==> src/shared/axis_pkg.sv <==
// constants for one commutated or stepped motion axis
// assumes a 125 MHz core clock and the register port of commutation_axis
package axis_pkg;
  localparam int CLK_MHZ = 125;
  // register byte addresses
  localparam logic [7:0] A_CTRL = 8'h00;
  localparam logic [7:0] A_MOTOR_TYPE = 8'h04;
  localparam logic [7:0] A_ZERO_PHASE = 8'h08;
  localparam logic [7:0] A_SMOOTH = 8'h0c;
  localparam logic [7:0] A_SLEW = 8'h10;
  localparam logic [7:0] A_ACCEL = 8'h14;
  localparam logic [7:0] A_DECEL = 8'h18;
  localparam logic [7:0] A_TARGET = 8'h1c;
  localparam logic [7:0] A_MAG_CYCLE = 8'h20;
  localparam logic [7:0] A_TORQUE = 8'h24;
  localparam logic [7:0] A_STATUS = 8'h28;
  localparam logic [7:0] A_REF_POS = 8'h2c;
  localparam logic [7:0] A_ENC_POS = 8'h30;
  localparam logic [7:0] A_PHASE_OFS = 8'h34;
  localparam logic [7:0] A_POS_ERR = 8'h38;
  localparam logic [7:0] A_PHASE = 8'h3c;
  // control bit positions
  localparam int CB_STEP = 0;
  localparam int CB_HALL = 1;
  localparam int CB_SERVO = 2;
  localparam int CB_CAL = 3;
  // motor type codes, two's complement in eight bits
  localparam logic [7:0] MT_STEP_LOW = 8'h02;
  localparam logic [7:0] MT_STEP_HIGH = 8'hfe;
  // reset values and smoothing limits
  localparam logic [15:0] MAG_CYCLE_RST = 16'h0fa0;
  localparam logic [4:0] SMOOTH_RST = 5'h02;
  localparam logic [4:0] SMOOTH_MIN = 5'h01;
  localparam logic [4:0] SMOOTH_MAX = 5'h10;
  // timing
  localparam int ZP_DRIVE_MS = 100;
  localparam int ZP_DRIVE_CYC = ZP_DRIVE_MS * CLK_MHZ * 1000;
  localparam int TICK_BITS = 10;
  localparam logic [1:0] BOOT_SETTLE = 2'h3;
  localparam int DECEL_SHIFT = 4;
  // one sixth of a cycle as a 16-bit fraction
  localparam logic [16:0] SIXTH_FRAC = 17'h02aab;
  localparam logic [15:0] FULL_ON = 16'hffff;
  localparam logic [15:0] FULL_OFF = 16'h0000;
  typedef enum logic [1:0] {ZP_IDLE, ZP_DRIVE, ZP_LOAD} zp_state_t;
endpackage : axis_pkg

==> src/commutation_axis.sv <==
// one axis: commutation phase setup, hall calibration, step output
// assumes a single 125 MHz clock and a one-cycle register strobe port
//
// Behaviour
// - halls present: phase estimated after every reset
// - zero-phase command drives to zero outside stepper mode, loads zero
// - command argument sets drive voltage
// - positive ends motor off, negative servo on
// - hall estimate good to thirty degrees
// - distance to zero phase readable
// - armed calibration loads phase at transition outside stepper mode
// - calibration assumes sixty-degree hall spacing
// - step pulses have fifty percent duty
// - stepper mode hides auxiliary encoder
// - smoothing 1 to 16, 16 smoothest
// - profiler drives steps with ramps and slew
// - stepper mode: no filter, no position error
// - type 2 active low, -2 active high
// - step on primary, direction on secondary
// - commanded and encoder positions both readable
// - integrated amp powers up enabled unless jumper
`timescale 1ns/1ps
module commutation_axis #(
  parameter int ZP_CYCLES = axis_pkg::ZP_DRIVE_CYC,
  parameter bit INTEGRATED_AMP = 1'b1,
  parameter bit HALL_PRESENT = 1'b1
) (
  input wire logic I_CLOCK,
  input wire logic I_RESET_N,
  input wire logic [7:0] i_ADDR,
  input wire logic [31:0] i_WDATA,
  input wire logic i_WR,
  input wire logic i_RD,
  input wire logic i_ENC_A,
  input wire logic i_ENC_B,
  input wire logic [2:0] i_HALL,
  input wire logic i_MOTOR_OFF_JUMPER,
  output logic [31:0] o_RDATA,
  output logic [15:0] o_PRIMARY_CMD,
  output logic [15:0] o_SECONDARY_CMD,
  output logic o_AMP_ENABLE,
  output logic o_AUX_ENC_AVAIL
);
  typedef struct packed {
    logic [1:0] enc_s1;
    logic [1:0] enc_s2;
    logic [1:0] enc_q;
    logic [2:0] hall_s1;
    logic [2:0] hall_s2;
    logic jmp_s1;
    logic jmp_s2;
    logic [1:0] boot_cnt;
    logic boot_done;
    logic stepper;
    logic hall_on;
    logic cal_armed;
    logic servo_en;
    logic mt_high;
    logic [4:0] smooth;
    logic [15:0] slew;
    logic [15:0] accel;
    logic [15:0] decel;
    logic [31:0] target;
    logic [15:0] mag;
    logic [15:0] torque;
    logic [15:0] zp_volt;
    axis_pkg::zp_state_t zp_state;
    logic [31:0] zp_cnt;
    logic [31:0] ref_pos;
    logic [31:0] enc_pos;
    logic [15:0] phase;
    logic [15:0] rate;
    logic run;
    logic dir;
    logic [axis_pkg::TICK_BITS-1:0] tick_cnt;
    logic [31:0] rdata;
    logic [15:0] prim;
    logic [15:0] sec;
    logic amp_en;
    logic aux_avail;
  } axis_st_t;
  axis_st_t s_r, s_nxt;

  logic hp_valid;
  logic [15:0] hp_mid;
  logic [15:0] hp_edge;
  logic hp_trans;
  logic sg_level;
  logic sg_step;
  logic tick;
  logic busy;
  logic step_pin;
  logic [31:0] remaining;
  logic [31:0] dist_abs;
  logic [31:0] phase_ofs;
  logic [31:0] pos_err;
  logic [1:0] enc_move;

  hall_phase u_hall (
    .i_clock(I_CLOCK),
    .i_reset_n(I_RESET_N),
    .i_hall(s_r.hall_s2),
    .i_mag_cycle(s_r.mag),
    .o_valid(hp_valid),
    .o_mid_count(hp_mid),
    .o_edge_count(hp_edge),
    .o_transition(hp_trans)
  );

  step_gen u_step (
    .i_clock(I_CLOCK),
    .i_reset_n(I_RESET_N),
    .i_run(s_r.run),
    .i_tick(tick),
    .i_rate(s_r.rate),
    .i_smooth(s_r.smooth),
    .o_level(sg_level),
    .o_step(sg_step)
  );

  // quadrature step: 01 up, 11 down, otherwise none
  function automatic logic [1:0] quad(input logic [1:0] o,
                                      input logic [1:0] n);
    logic [3:0] t;
    t = {o, n};
    unique case (t)
      4'h1, 4'h7, 4'he, 4'h8: quad = 2'h1;
      4'h2, 4'hb, 4'hd, 4'h4: quad = 2'h3;
      default: quad = 2'h0;
    endcase
  endfunction : quad

  // derived views of the axis state
  always_comb begin
    tick = (s_r.tick_cnt == '0);
    busy = (s_r.zp_state != axis_pkg::ZP_IDLE) || s_r.cal_armed;
    step_pin = s_r.mt_high ? sg_level : ~sg_level;
    remaining = s_r.target - s_r.ref_pos;
    dist_abs = remaining[31] ? 32'(-remaining) : remaining;
    enc_move = quad(s_r.enc_q, s_r.enc_s2);
    if (s_r.phase < (s_r.mag >> 1)) begin
      phase_ofs = 32'(-{16'h0, s_r.phase});
    end else begin
      phase_ofs = {16'h0, 16'(s_r.mag - s_r.phase)};
    end
    pos_err = s_r.stepper ? '0 : 32'(s_r.target - s_r.enc_pos);
  end

  // next state: register port, boot, init, profiler, outputs
  always_comb begin
    s_nxt = s_r;
    s_nxt.enc_s1 = {i_ENC_A, i_ENC_B};
    s_nxt.enc_s2 = s_r.enc_s1;
    s_nxt.enc_q = s_r.enc_s2;
    s_nxt.hall_s1 = i_HALL;
    s_nxt.hall_s2 = s_r.hall_s1;
    s_nxt.jmp_s1 = i_MOTOR_OFF_JUMPER;
    s_nxt.jmp_s2 = s_r.jmp_s1;
    s_nxt.tick_cnt = s_r.tick_cnt + 1'b1;
    s_nxt.rdata = '0;

    // boot: pick servo state once settled, then estimate phase
    // the hall decoder output is only valid one cycle after settling
    if (s_r.boot_cnt != axis_pkg::BOOT_SETTLE) begin
      s_nxt.boot_cnt = s_r.boot_cnt + 2'h1;
      if (s_nxt.boot_cnt == axis_pkg::BOOT_SETTLE) begin
        s_nxt.servo_en = INTEGRATED_AMP && !s_r.jmp_s2;
      end
    end else if (!s_r.boot_done) begin
      s_nxt.boot_done = 1'b1;
      if (s_r.hall_on && hp_valid) begin
        s_nxt.phase = hp_mid;
      end
    end

    // encoder position and electrical phase tracking
    if (enc_move == 2'h1) begin
      s_nxt.enc_pos = s_r.enc_pos + 32'h1;
      s_nxt.phase = (16'(s_r.phase + 16'h1) == s_r.mag) ? 16'h0 :
        16'(s_r.phase + 16'h1);
    end else if (enc_move == 2'h3) begin
      s_nxt.enc_pos = s_r.enc_pos - 32'h1;
      s_nxt.phase = (s_r.phase == 16'h0) ? 16'(s_r.mag - 16'h1) :
        16'(s_r.phase - 16'h1);
    end

    // hall calibration loads the transition boundary once
    if (s_r.cal_armed && hp_trans && !s_r.stepper) begin
      s_nxt.phase = hp_edge;
      s_nxt.cal_armed = 1'b0;
    end

    // zero-phase initialisation sequence
    unique case (s_r.zp_state)
      axis_pkg::ZP_IDLE: s_nxt.zp_cnt = '0;
      axis_pkg::ZP_DRIVE: begin
        s_nxt.zp_cnt = s_r.zp_cnt + 32'h1;
        if (s_r.zp_cnt == 32'(ZP_CYCLES - 1)) begin
          s_nxt.zp_state = axis_pkg::ZP_LOAD;
        end
      end
      axis_pkg::ZP_LOAD: begin
        s_nxt.phase = 16'h0;
        s_nxt.servo_en = s_r.zp_volt[15];
        s_nxt.zp_state = axis_pkg::ZP_IDLE;
      end
    endcase

    // stepper profiler: ramp up to slew, ramp down near target
    if (s_r.stepper && s_r.run) begin
      if (tick) begin
        if (dist_abs <= {20'h0, s_r.rate[15:4]}) begin
          s_nxt.rate = (s_r.rate > s_r.decel) ?
            16'(s_r.rate - s_r.decel) : s_r.decel;
        end else if (s_r.rate < s_r.slew) begin
          s_nxt.rate = (16'(s_r.slew - s_r.rate) > s_r.accel) ?
            16'(s_r.rate + s_r.accel) : s_r.slew;
        end else begin
          s_nxt.rate = s_r.slew;
        end
      end
      if (sg_step) begin
        s_nxt.ref_pos = s_r.dir ? s_r.ref_pos - 32'h1 :
          s_r.ref_pos + 32'h1;
        if (dist_abs == 32'h1) begin
          s_nxt.run = 1'b0;
          s_nxt.rate = '0;
        end
      end
    end else if (!s_r.stepper) begin
      s_nxt.run = 1'b0;
    end

    // register writes
    if (i_WR) begin
      unique case (i_ADDR)
        axis_pkg::A_CTRL: begin
          s_nxt.stepper = i_WDATA[axis_pkg::CB_STEP];
          s_nxt.hall_on = i_WDATA[axis_pkg::CB_HALL];
          s_nxt.servo_en = i_WDATA[axis_pkg::CB_SERVO];
          if (i_WDATA[axis_pkg::CB_CAL] && !busy) begin
            s_nxt.cal_armed = 1'b1;
          end
        end
        axis_pkg::A_MOTOR_TYPE:
          s_nxt.mt_high = (i_WDATA[7:0] == axis_pkg::MT_STEP_HIGH);
        axis_pkg::A_ZERO_PHASE: begin
          if (!busy) begin
            s_nxt.zp_volt = i_WDATA[15:0];
            s_nxt.zp_state = axis_pkg::ZP_DRIVE;
          end
        end
        axis_pkg::A_SMOOTH: begin
          if (i_WDATA < {27'h0, axis_pkg::SMOOTH_MIN}) begin
            s_nxt.smooth = axis_pkg::SMOOTH_MIN;
          end else if (i_WDATA > {27'h0, axis_pkg::SMOOTH_MAX}) begin
            s_nxt.smooth = axis_pkg::SMOOTH_MAX;
          end else begin
            s_nxt.smooth = i_WDATA[4:0];
          end
        end
        axis_pkg::A_SLEW: s_nxt.slew = i_WDATA[15:0];
        axis_pkg::A_ACCEL: s_nxt.accel = i_WDATA[15:0];
        axis_pkg::A_DECEL: s_nxt.decel = i_WDATA[15:0];
        axis_pkg::A_TARGET: begin
          s_nxt.target = i_WDATA;
          s_nxt.run = s_r.stepper && (i_WDATA != s_r.ref_pos);
          s_nxt.dir = 32'(i_WDATA - s_r.ref_pos) >= 32'h80000000;
        end
        axis_pkg::A_MAG_CYCLE: s_nxt.mag = i_WDATA[15:0];
        axis_pkg::A_TORQUE: s_nxt.torque = i_WDATA[15:0];
        default: ;
      endcase
    end

    // register reads, data in the next cycle only
    if (i_RD) begin
      unique case (i_ADDR)
        axis_pkg::A_CTRL: s_nxt.rdata = {28'h0, s_r.cal_armed,
          s_r.servo_en, s_r.hall_on, s_r.stepper};
        axis_pkg::A_MOTOR_TYPE: s_nxt.rdata = s_r.mt_high ?
          {24'hffffff, axis_pkg::MT_STEP_HIGH} :
          {24'h0, axis_pkg::MT_STEP_LOW};
        axis_pkg::A_ZERO_PHASE: s_nxt.rdata = {16'h0, s_r.zp_volt};
        axis_pkg::A_SMOOTH: s_nxt.rdata = {27'h0, s_r.smooth};
        axis_pkg::A_SLEW: s_nxt.rdata = {16'h0, s_r.slew};
        axis_pkg::A_ACCEL: s_nxt.rdata = {16'h0, s_r.accel};
        axis_pkg::A_DECEL: s_nxt.rdata = {16'h0, s_r.decel};
        axis_pkg::A_TARGET: s_nxt.rdata = s_r.target;
        axis_pkg::A_MAG_CYCLE: s_nxt.rdata = {16'h0, s_r.mag};
        axis_pkg::A_TORQUE: s_nxt.rdata = {16'h0, s_r.torque};
        axis_pkg::A_STATUS: s_nxt.rdata = {27'h0, hp_valid, s_r.run,
          busy, s_r.servo_en, s_r.stepper};
        axis_pkg::A_REF_POS: s_nxt.rdata = s_r.ref_pos;
        axis_pkg::A_ENC_POS: s_nxt.rdata = s_r.enc_pos;
        axis_pkg::A_PHASE_OFS: s_nxt.rdata = phase_ofs;
        axis_pkg::A_POS_ERR: s_nxt.rdata = pos_err;
        axis_pkg::A_PHASE: s_nxt.rdata = {16'h0, s_r.phase};
        default: s_nxt.rdata = '0;
      endcase
    end

    // output pins: step/direction or drive levels
    s_nxt.aux_avail = !s_r.stepper;
    if (s_r.stepper) begin
      s_nxt.prim = step_pin ? axis_pkg::FULL_ON : axis_pkg::FULL_OFF;
      s_nxt.sec = s_r.dir ? axis_pkg::FULL_ON : axis_pkg::FULL_OFF;
      s_nxt.amp_en = 1'b1;
    end else if (s_r.zp_state == axis_pkg::ZP_DRIVE) begin
      s_nxt.prim = s_r.zp_volt;
      s_nxt.sec = axis_pkg::FULL_OFF;
      s_nxt.amp_en = 1'b1;
    end else begin
      s_nxt.prim = s_r.servo_en ? s_r.torque : axis_pkg::FULL_OFF;
      s_nxt.sec = axis_pkg::FULL_OFF;
      s_nxt.amp_en = s_r.servo_en;
    end
  end

  // all axis state registered here
  always_ff @(posedge I_CLOCK) begin
    if (!I_RESET_N) begin
      s_r <= '0;
      s_r.hall_on <= HALL_PRESENT;
      s_r.smooth <= axis_pkg::SMOOTH_RST;
      s_r.mag <= axis_pkg::MAG_CYCLE_RST;
      s_r.zp_state <= axis_pkg::ZP_IDLE;
      s_r.aux_avail <= 1'b1;
    end else begin
      s_r <= s_nxt;
    end
  end

  assign o_RDATA = s_r.rdata;
  assign o_PRIMARY_CMD = s_r.prim;
  assign o_SECONDARY_CMD = s_r.sec;
  assign o_AMP_ENABLE = s_r.amp_en;
  assign o_AUX_ENC_AVAIL = s_r.aux_avail;
endmodule : commutation_axis

==> src/hall_phase.sv <==
// hall sector decode, phase estimate and transition detection
// assumes hall inputs already pass two flip-flops in the parent
`timescale 1ns/1ps
module hall_phase (
  input wire logic i_clock,
  input wire logic i_reset_n,
  input wire logic [2:0] i_hall,
  input wire logic [15:0] i_mag_cycle,
  output logic o_valid,
  output logic [15:0] o_mid_count,
  output logic [15:0] o_edge_count,
  output logic o_transition
);
  typedef struct packed {
    logic [2:0] sector;
    logic valid;
    logic [15:0] mid;
    logic [15:0] edge_c;
    logic trans;
  } hall_st_t;
  hall_st_t s_r, s_nxt;
  logic [2:0] sec;
  logic [32:0] prod;
  logic [15:0] sixth;
  logic [15:0] base;
  logic fwd;

  // 120-degree hall code to sector, seven marks illegal
  function automatic logic [2:0] sector_of(input logic [2:0] h);
    unique case (h)
      3'h1: sector_of = 3'h0;
      3'h3: sector_of = 3'h1;
      3'h2: sector_of = 3'h2;
      3'h6: sector_of = 3'h3;
      3'h4: sector_of = 3'h4;
      3'h5: sector_of = 3'h5;
      default: sector_of = 3'h7;
    endcase
  endfunction : sector_of

  // boundaries assume exactly sixty degrees per sector
  always_comb begin
    sec = sector_of(i_hall);
    prod = {17'h0, i_mag_cycle} * {16'h0, axis_pkg::SIXTH_FRAC};
    sixth = prod[31:16];
    base = 16'(sixth * {13'h0, sec});
    fwd = (sec == 3'(s_r.sector + 3'h1)) ||
      (sec == 3'h0 && s_r.sector == 3'h5);
    s_nxt = s_r;
    s_nxt.valid = (sec != 3'h7);
    s_nxt.sector = sec;
    s_nxt.mid = 16'(base + (sixth >> 1));
    s_nxt.trans = s_r.valid && (sec != 3'h7) && (sec != s_r.sector);
    s_nxt.edge_c = fwd ? base : 16'(base + sixth);
  end

  // sector and estimates registered
  always_ff @(posedge i_clock) begin
    if (!i_reset_n) begin
      s_r <= '0;
    end else begin
      s_r <= s_nxt;
    end
  end

  assign o_valid = s_r.valid;
  assign o_mid_count = s_r.mid;
  assign o_edge_count = s_r.edge_c;
  assign o_transition = s_r.trans;
endmodule : hall_phase

==> src/step_gen.sv <==
// step rate smoothing and square-wave step oscillator
// assumes i_tick is a one-cycle pulse from the parent profiler
`timescale 1ns/1ps
module step_gen (
  input wire logic i_clock,
  input wire logic i_reset_n,
  input wire logic i_run,
  input wire logic i_tick,
  input wire logic [15:0] i_rate,
  input wire logic [4:0] i_smooth,
  output logic o_level,
  output logic o_step
);
  typedef struct packed {
    logic [23:0] rate_s;
    logic [16:0] acc;
    logic level;
    logic step;
  } step_st_t;
  step_st_t s_r, s_nxt;
  logic [23:0] tgt;
  logic [4:0] sh;
  logic [16:0] sum;

  // filtered rate, larger smoothing moves slower; toggle on carry
  always_comb begin
    tgt = {i_rate, 8'h00};
    sh = (i_smooth < axis_pkg::SMOOTH_MIN) ? axis_pkg::SMOOTH_MIN :
      (i_smooth > axis_pkg::SMOOTH_MAX) ? axis_pkg::SMOOTH_MAX : i_smooth;
    s_nxt = s_r;
    s_nxt.step = 1'b0;
    if (i_tick) begin
      if (tgt > s_r.rate_s) begin
        s_nxt.rate_s = s_r.rate_s + ((tgt - s_r.rate_s) >> sh);
      end else begin
        s_nxt.rate_s = s_r.rate_s - ((s_r.rate_s - tgt) >> sh);
      end
    end
    sum = {1'b0, s_r.acc[15:0]} + {1'b0, s_r.rate_s[23:8]};
    if (i_run) begin
      s_nxt.acc = sum;
      if (sum[16]) begin
        s_nxt.level = ~s_r.level;
        s_nxt.step = ~s_r.level;
      end
    end else begin
      s_nxt.acc = '0;
      s_nxt.level = 1'b0;
    end
  end

  always_ff @(posedge i_clock) begin
    if (!i_reset_n) begin
      s_r <= '0;
    end else begin
      s_r <= s_nxt;
    end
  end

  assign o_level = s_r.level;
  assign o_step = s_r.step;
endmodule : step_gen

==> config.mk <==
export PLATFORM = sky130hd
export DESIGN_NAME = commutation_axis
export DESIGN_NICKNAME = d
export VERILOG_FILES = /design/src/shared/axis_pkg.sv /design/src/commutation_axis.sv /design/src/hall_phase.sv /design/src/step_gen.sv
export SDC_FILE = /design/constraint.sdc
export NUM_CORES = 2
export LEC_CHECK = 0
export BUFFER_PORTS_ARGS = -buffer_cell sky130_fd_sc_hd__buf_2
export CORE_ASPECT_RATIO = 1.2
export CORE_UTILIZATION = 45
export DETAILED_ROUTE_END_ITERATION = 6
export SLEW_MARGIN = 10
export SYNTH_ARGS = -nofsm -noshare
export SYNTH_HDL_FRONTEND = slang
export SYNTH_SLANG_ARGS = --single-unit
==> constraint.sdc <==
create_clock -name I_CLOCK -period 11.3 [get_ports I_CLOCK]
set_clock_uncertainty 0.2 [all_clocks]
set_input_delay 0.565 -clock I_CLOCK [delete_from_list [all_inputs] [get_ports I_CLOCK]]
set_output_delay 0.565 -clock I_CLOCK [all_outputs]
set_load 0.01 [all_outputs]
Word-level counts from Yosys, hierarchy flattened

Memory sizes are Yosys's and may differ from the RTL's. A register that Yosys moved wholly into a read port is not among the register bits.
Index checks and enable logic that the tools add are counted.

Register bits: 440
ROM bits: 32
Bits of input ports: 50
Output and inout bits: 66
Logic and storage cells: 226
Memories kept: 1

Memory list:

| memory          | depth | width | rd ports | clocked after Yosys merged registers in | write ports | RTL line                | RTL |
|---|---|---|---|---|---|---|---|
| (no name shown) | 16    | 2     | 1        | 1                                       | 0           | commutation_axis.sv:126 | `unique case (t)` |

Add/subtract/negate cells: 27
$mul: 2
Order comparisons: 11
Eq/ne operators: 38
Shifts and indexed selects: 2
Mux-type cells: 59
Bitwise operators: 3
Reduce and logical (&&, ||, !) cells: 39

Operator list:

| kind                    | count |
|---|---|
| $pmux W32 S16           | 1 |
| $mux W16                | 20 |
| $mux W32                | 6 |
| $mux W138               | 1 |
| $add A32 B1 Y32 const B | 3 |
| $mux W48                | 2 |
| $sub A32 B32 Y32        | 3 |
| $sub A24 B24 Y24        | 3 |
| $mux W33                | 2 |
| $eq A8 B6 Y1 const B    | 8 |
| $pmux W32 S2            | 1 |
| $sub A32 B1 Y32 const B | 2 |
| $shr A24 B5 Y24         | 2 |
| $sub A16 B16 Y16        | 3 |
| $mux W18                | 2 |
| $mux W17                | 2 |
| $eq A32 B1 Y1 const B   | 1 |
| $eq A32 B24 Y1 const B  | 1 |
| $eq A8 B5 Y1 const B    | 4 |
| $ge A32 B32 Y1 const B  | 1 |
| $gt A16 B16 Y1          | 2 |
| $gt A32 B5 Y1 const B   | 1 |
| $le A32 B12 Y1          | 1 |
| $lt A32 B1 Y1 const B   | 1 |
| other kinds (55)        | 108 |

Depth between registers and ports, before layout

Word-level depth: 11
Depth in mapped cells: 46
Mapped depth without buffers: 46

Hierarchy

Synthesis repeated with hierarchy kept, for this count alone.

Cell total of the unflattened synthesis: 5,836
Area total of the unflattened synthesis: 44,549.0 sq um

By module, submodules not included:

| module           | times used | cells an instance | area each (sq um) |
|---|---|---|---|
| commutation_axis | 1          | 3,715             | 28,081.9 |
| step_gen         | 1          | 1,218             | 8,838.5 |
| hall_phase       | 1          | 903               | 7,628.6 |

Worst setup path after synthesis

OpenSTA, ideal clock, no wires.

Kind: reg2reg
Start point: reg s_r[241] (netlist bit)
End point: reg u_hall.s_r (netlist bit u_hall.o_edge_count[15])
Library setup time: 0.131 ns
Arrival: 9.006 ns
Path slack: 1.963 ns
Stages on the path, launching flop included: 46
Path buffers: 0
Clock period less this slack: 9.337 ns
Path through: dfxtp_1 > ha_1 > xor2_1 > ha_1 > inv_1 > fa_1 > inv_1 > fa_1 > fa_1 > inv_1 > fa_1 > inv_1 > ha_1 > nand3_1 > nor2_1 > and3_1 > a22oi_1 > a21boi_0 > [... 10 more ...] > fa_1 > nor2b_1 > o21ai_0 > a21boi_0 > o21ai_0 > a21boi_0 > o21ai_0 > a21boi_0 > nor2_1 > ha_1 > or3_1 > a211oi_1 > nor3_1 > a21o_1 > a21o_1 > a21oi_1 > o21a_1 > nor3_1

Cells in the longest elaborated chain, start to end: 4

Ends and longest elaborated chain:

| item                   | RTL line                | RTL |
|---|---|---|
| from (decl)            | commutation_axis.sv:82  | `axis_st_t s_r, s_nxt;` |
| from (signal assigned) | commutation_axis.sv:330 | `s_r <= s_nxt;` |
| $mul A16 B14 Y30 *     | hall_phase.sv:44        | `prod = {17'h0, i_mag_cycle} * {16'h0, axis_pkg::SIXTH_FRAC};` |
| $mul A14 B3 Y16        | hall_phase.sv:46        | `base = 16'(sixth * {13'h0, sec});` |
| $add A16 B14 Y16       | hall_phase.sv:54        | `s_nxt.edge_c = fwd ? base : 16'(base + sixth);` |
| $mux W16 *             | hall_phase.sv:54        |  |
| to (signal assigned)   | hall_phase.sv:62        | `s_r <= s_nxt;` |
| to (decl)              | hall_phase.sv:21        | `hall_st_t s_r, s_nxt;` |

Mark *: on every way between the ends. The rest lies on a longest branch, timed or not.
A chain may end at the register's enable or synchronous reset.

Worst setup path in the final report

Start point: reg s_r[247] (netlist bit)
End point: reg u_hall.s_r (netlist bit u_hall.o_edge_count[15])

The elaborated chain is that of the path after synthesis.

==> impl_metrics.csv <==
group,metric,value,unit
timing,timing.fmax,95.9,MHz
critical_path,cp_data_arrival_time,10.75,ns
yosys,ys_async_sr_fraction,0,%
clock_tree,clock_latency,0.68,ns
critical_path,reg2regPathDepth,44,
yosys,synth_fp_nets,6289,
global_routing,grt_max_degree,110,
timing,finalSetupViolCount,0,
die,die_h,339,um
clock_tree,h-tree-depth,2,
yosys,synth_top_family_by_area,"compound AO/OA/AOI/OAI gates",
yosys,synth_mux_area_share,2.90,%
route,drt-wirelength-per-cell,22.2,um
final_layout,layout.nets,6220,
route,drtAntennaViolNets,0,
yosys,synth_top_area_cell,"dfxtp_1",
yosys,synth-compound-area-share,23.3,%
yosys,synth_fa_ha_area_share,17.7,%
timing,finalHoldViolCount,0,
clock_tree,clock_path_buffers,3,
final_layout,seq_area,8550,um2
timing,slew_violations,0,
power,p_total,6.79,mW
route,num_vias,41552,
critical_path,end_kind,"flip-flop",
die,die_w,283,um
critical_path,start_kind,"flip-flop",
yosys,synthCells,5686,
route,drc_errors,6,
critical_path,cpPeakStageDelay,0.68,ns
clock_tree,cts_setup_buffers,0,
timing,slew-limit-headroom,25.0,%
power,ir_drop,0.125,mV
yosys,ys_types,109,
yosys,synth-xor-area-share,7.01,%
hold_path,min_from,"i_WDATA[20]",
critical_path,r2r-end,"u_hall.o_edge_count[15]",
die,coreArea,93700,um2
final_layout,drive_gt1_share,6.81,%
route,viasPerCell,6.02,
clock_tree,clkTransAtPathRegs,0.06,ns
clock_tree,post_cts_resize_count,0,
critical_path,critPathTopFamily,"adder cells",
yosys,synth-edff-count,0,
yosys,synth_ff_type,"dfxtp_1",
critical_path,crit_buf_inv,7,
route,wirelength,153000,um
critical_path,slowest_stage,"dfxtp_1",
yosys,yosysWarningCount,0,
route,drtIter0Drc,3631,
route,first_pass_iters,7,
timing,post-route-period-util,92.3,%
final_layout,finish.utilization,48.8,%
die,io_pins,116,
critical_path,crit_fanout,10,
hold_path,holdPathStages,3,
clock_tree,hold_buffers,17,
yosys,yosysSeqAreaShare,20.1,%
die,dieArea,96000,um2
global_routing,overflow,0,
timing,fin_crit,10.43,ns
clock_tree,cts_root_buf,"clkbuf_16",
yosys,avgSynthCellArea,7.50,um2
clock_tree,cts_tree,"done",
critical_path,reg2reg_from,"s_r[247]",
clock_tree,clock-sinks,427,
final_layout,fillers,9416,
yosys,netlist_top_cells_area,"dfxtp_1 20%, ha_1 14%, a21oi_1 6.4%, nand2_1 6.2%, xnor2_1 5.1%",
die,initial_core_util,45.5,%
global_routing,grt.total_usage,30.9,%
place,placed_cells,6796,
status,status,"finished, violations left",
die,rows,123,
place,hpwl,121000,um
global_routing,grt_first_pass_wirelength,234000,um
power,power.density,149,nW/um2
yosys,synth-seq-cells,427,
yosys,yosys-top-cells-count,"706 x nand2_1, 545 x a21oi_1, 467 x ha_1",
status,violations,"DRC",
timing,rsz0062_at_grt,"no",
yosys,yosys.area_share.simple,21.4,%
hold_path,whs_endpoint,"s_r[276]",
critical_path,cp_common_cell,"inv_1",
final_layout,final_cells,6907,
critical_path,crit_type,"flip-flop to flip-flop",
yosys,synth.most_common_cell,"nand2_1",
final_layout,multi_input_area,30900,um2
timing,tns,0,ns
hold_path,hp-class,"input pin to flip-flop",
global_routing,antenna_found_initial,6,
yosys,synthesis.area,42600,um2
power,p_leak,19.6,nW
place,gp_congestion,0.987,
critical_path,required,11.62,ns
final_layout,syn_to_final_growth,7.18,%
yosys,synth_top_area_share,20.1,%
timing,tightestPinTransition,1.12,ns
place,port_buffers,115,
job,maxCapViolCount,0,
critical_path,reg2reg_slack,0.87,ns
global_routing,grt_pass1_vias,39621,
clock_tree,numCtsBuffers,52,
-- per-layer routing --
layer  vias to the layer above  global-route usage [%]  share of wire (%)
met1                     19694                    39.0                 41
met4                         4                    15.7                5.3
met3                       370                    3.60                6.6
met2                      1498                    51.9                 47
met5                         -                       0              0.016
li1                      19986                       -                  -
-- layout by cell type (no fill, tap or decap), types with 94 or more instances in the layout --
master | netlist | routed
a21o_1 | 124 | 124
inv_1 | 451 | 451
a21oi_1 | 545 | 544
buf_2 | 14 | 115
o21ai_0 | 218 | 217
nor3_1 | 140 | 137
nand3_1 | 160 | 160
nor2_1 | 456 | 449
xnor2_1 | 247 | 247
nand2_1 | 706 | 706
dfxtp_1 | 427 | 427
ha_1 | 467 | 467
xor2_1 | 94 | 94
-- power breakdown --
group / total, mW / leakage (nW) / internal (mW) / switching [mW]
Clock: 1.70 / 0.823 / 0.948 / 0.750
Sequential: 1.72 / 3.46 / 1.59 / 0.130
Combinational: 3.37 / 15.3 / 1.35 / 2.03
Total: 6.79 / 19.6 / 3.88 / 2.91
-- state kept, by name, indices dropped and copies added (netlist names) --
signal               cells
s_r                    287
o_AUX_ENC_AVAIL          1
u_hall.s_r               3
u_hall.o_mid_count      16
s_nxt                    8
o_SECONDARY_CMD          1
u_step.s_r              40
u_step.o_level           1
u_hall.o_transition      1
u_hall.o_valid           1
o_RDATA                 32
u_hall.o_edge_count     16
o_AMP_ENABLE             1
enc_move                 2
u_step.o_step            1
o_PRIMARY_CMD           16
-- cells by family after synthesis --
kind of cell	after synthesis
xor gates and xnor gates	341
muxes	109
and+or+nand+nor	1953
DFF	427
adders and majority gates	553
AOI/OAI and AO/OA	1526
buffers and inverters	777
-- worst max-delay path by stage --
stage,cells past startpoint,end,slack (ns),startpoint
after floorplan,45,u_hall.o_edge_count[15],1.96,s_r[241]
after global placement,44,u_hall.o_edge_count[15],0.88,s_r[247]
after detailed placement,44,u_hall.o_edge_count[15],0.86,s_r[244]
after CTS,44,u_hall.o_edge_count[15],0.86,s_r[244]
after global routing,44,u_hall.o_edge_count[15],0.21,s_r[244]
final,44,u_hall.o_edge_count[15],0.87,s_r[247]
-- cell type report --
cell class              count  area share [%]
clock inverters            28           0.630
diodes                      3          0.0164
repair buffers            199            2.73
clock buffers              63            3.03
well taps                1250            3.42
flip-flops and latches    427            18.7
inverters                 455            3.75
multi-input cells        4482            67.7
-- tightest hold or removal path, stage by stage --
cell     delay [ns]
buf_2          0.13
nand2_1        0.06
a21oi_1        0.05
-- stage by stage --
step	setup WS (ns)	hold WS [ns]	cell area, um2
after floorplan	1.96	0.210	42600
after global placement	0.880	0.217	43800
after detailed placement	0.864	0.220	43800
after CTS	0.856	0.000306	45700
after global routing	0.208	0.0265	45700
final	0.871	0.0333	45700
Note: power is estimated with default switching activity, not from simulation.
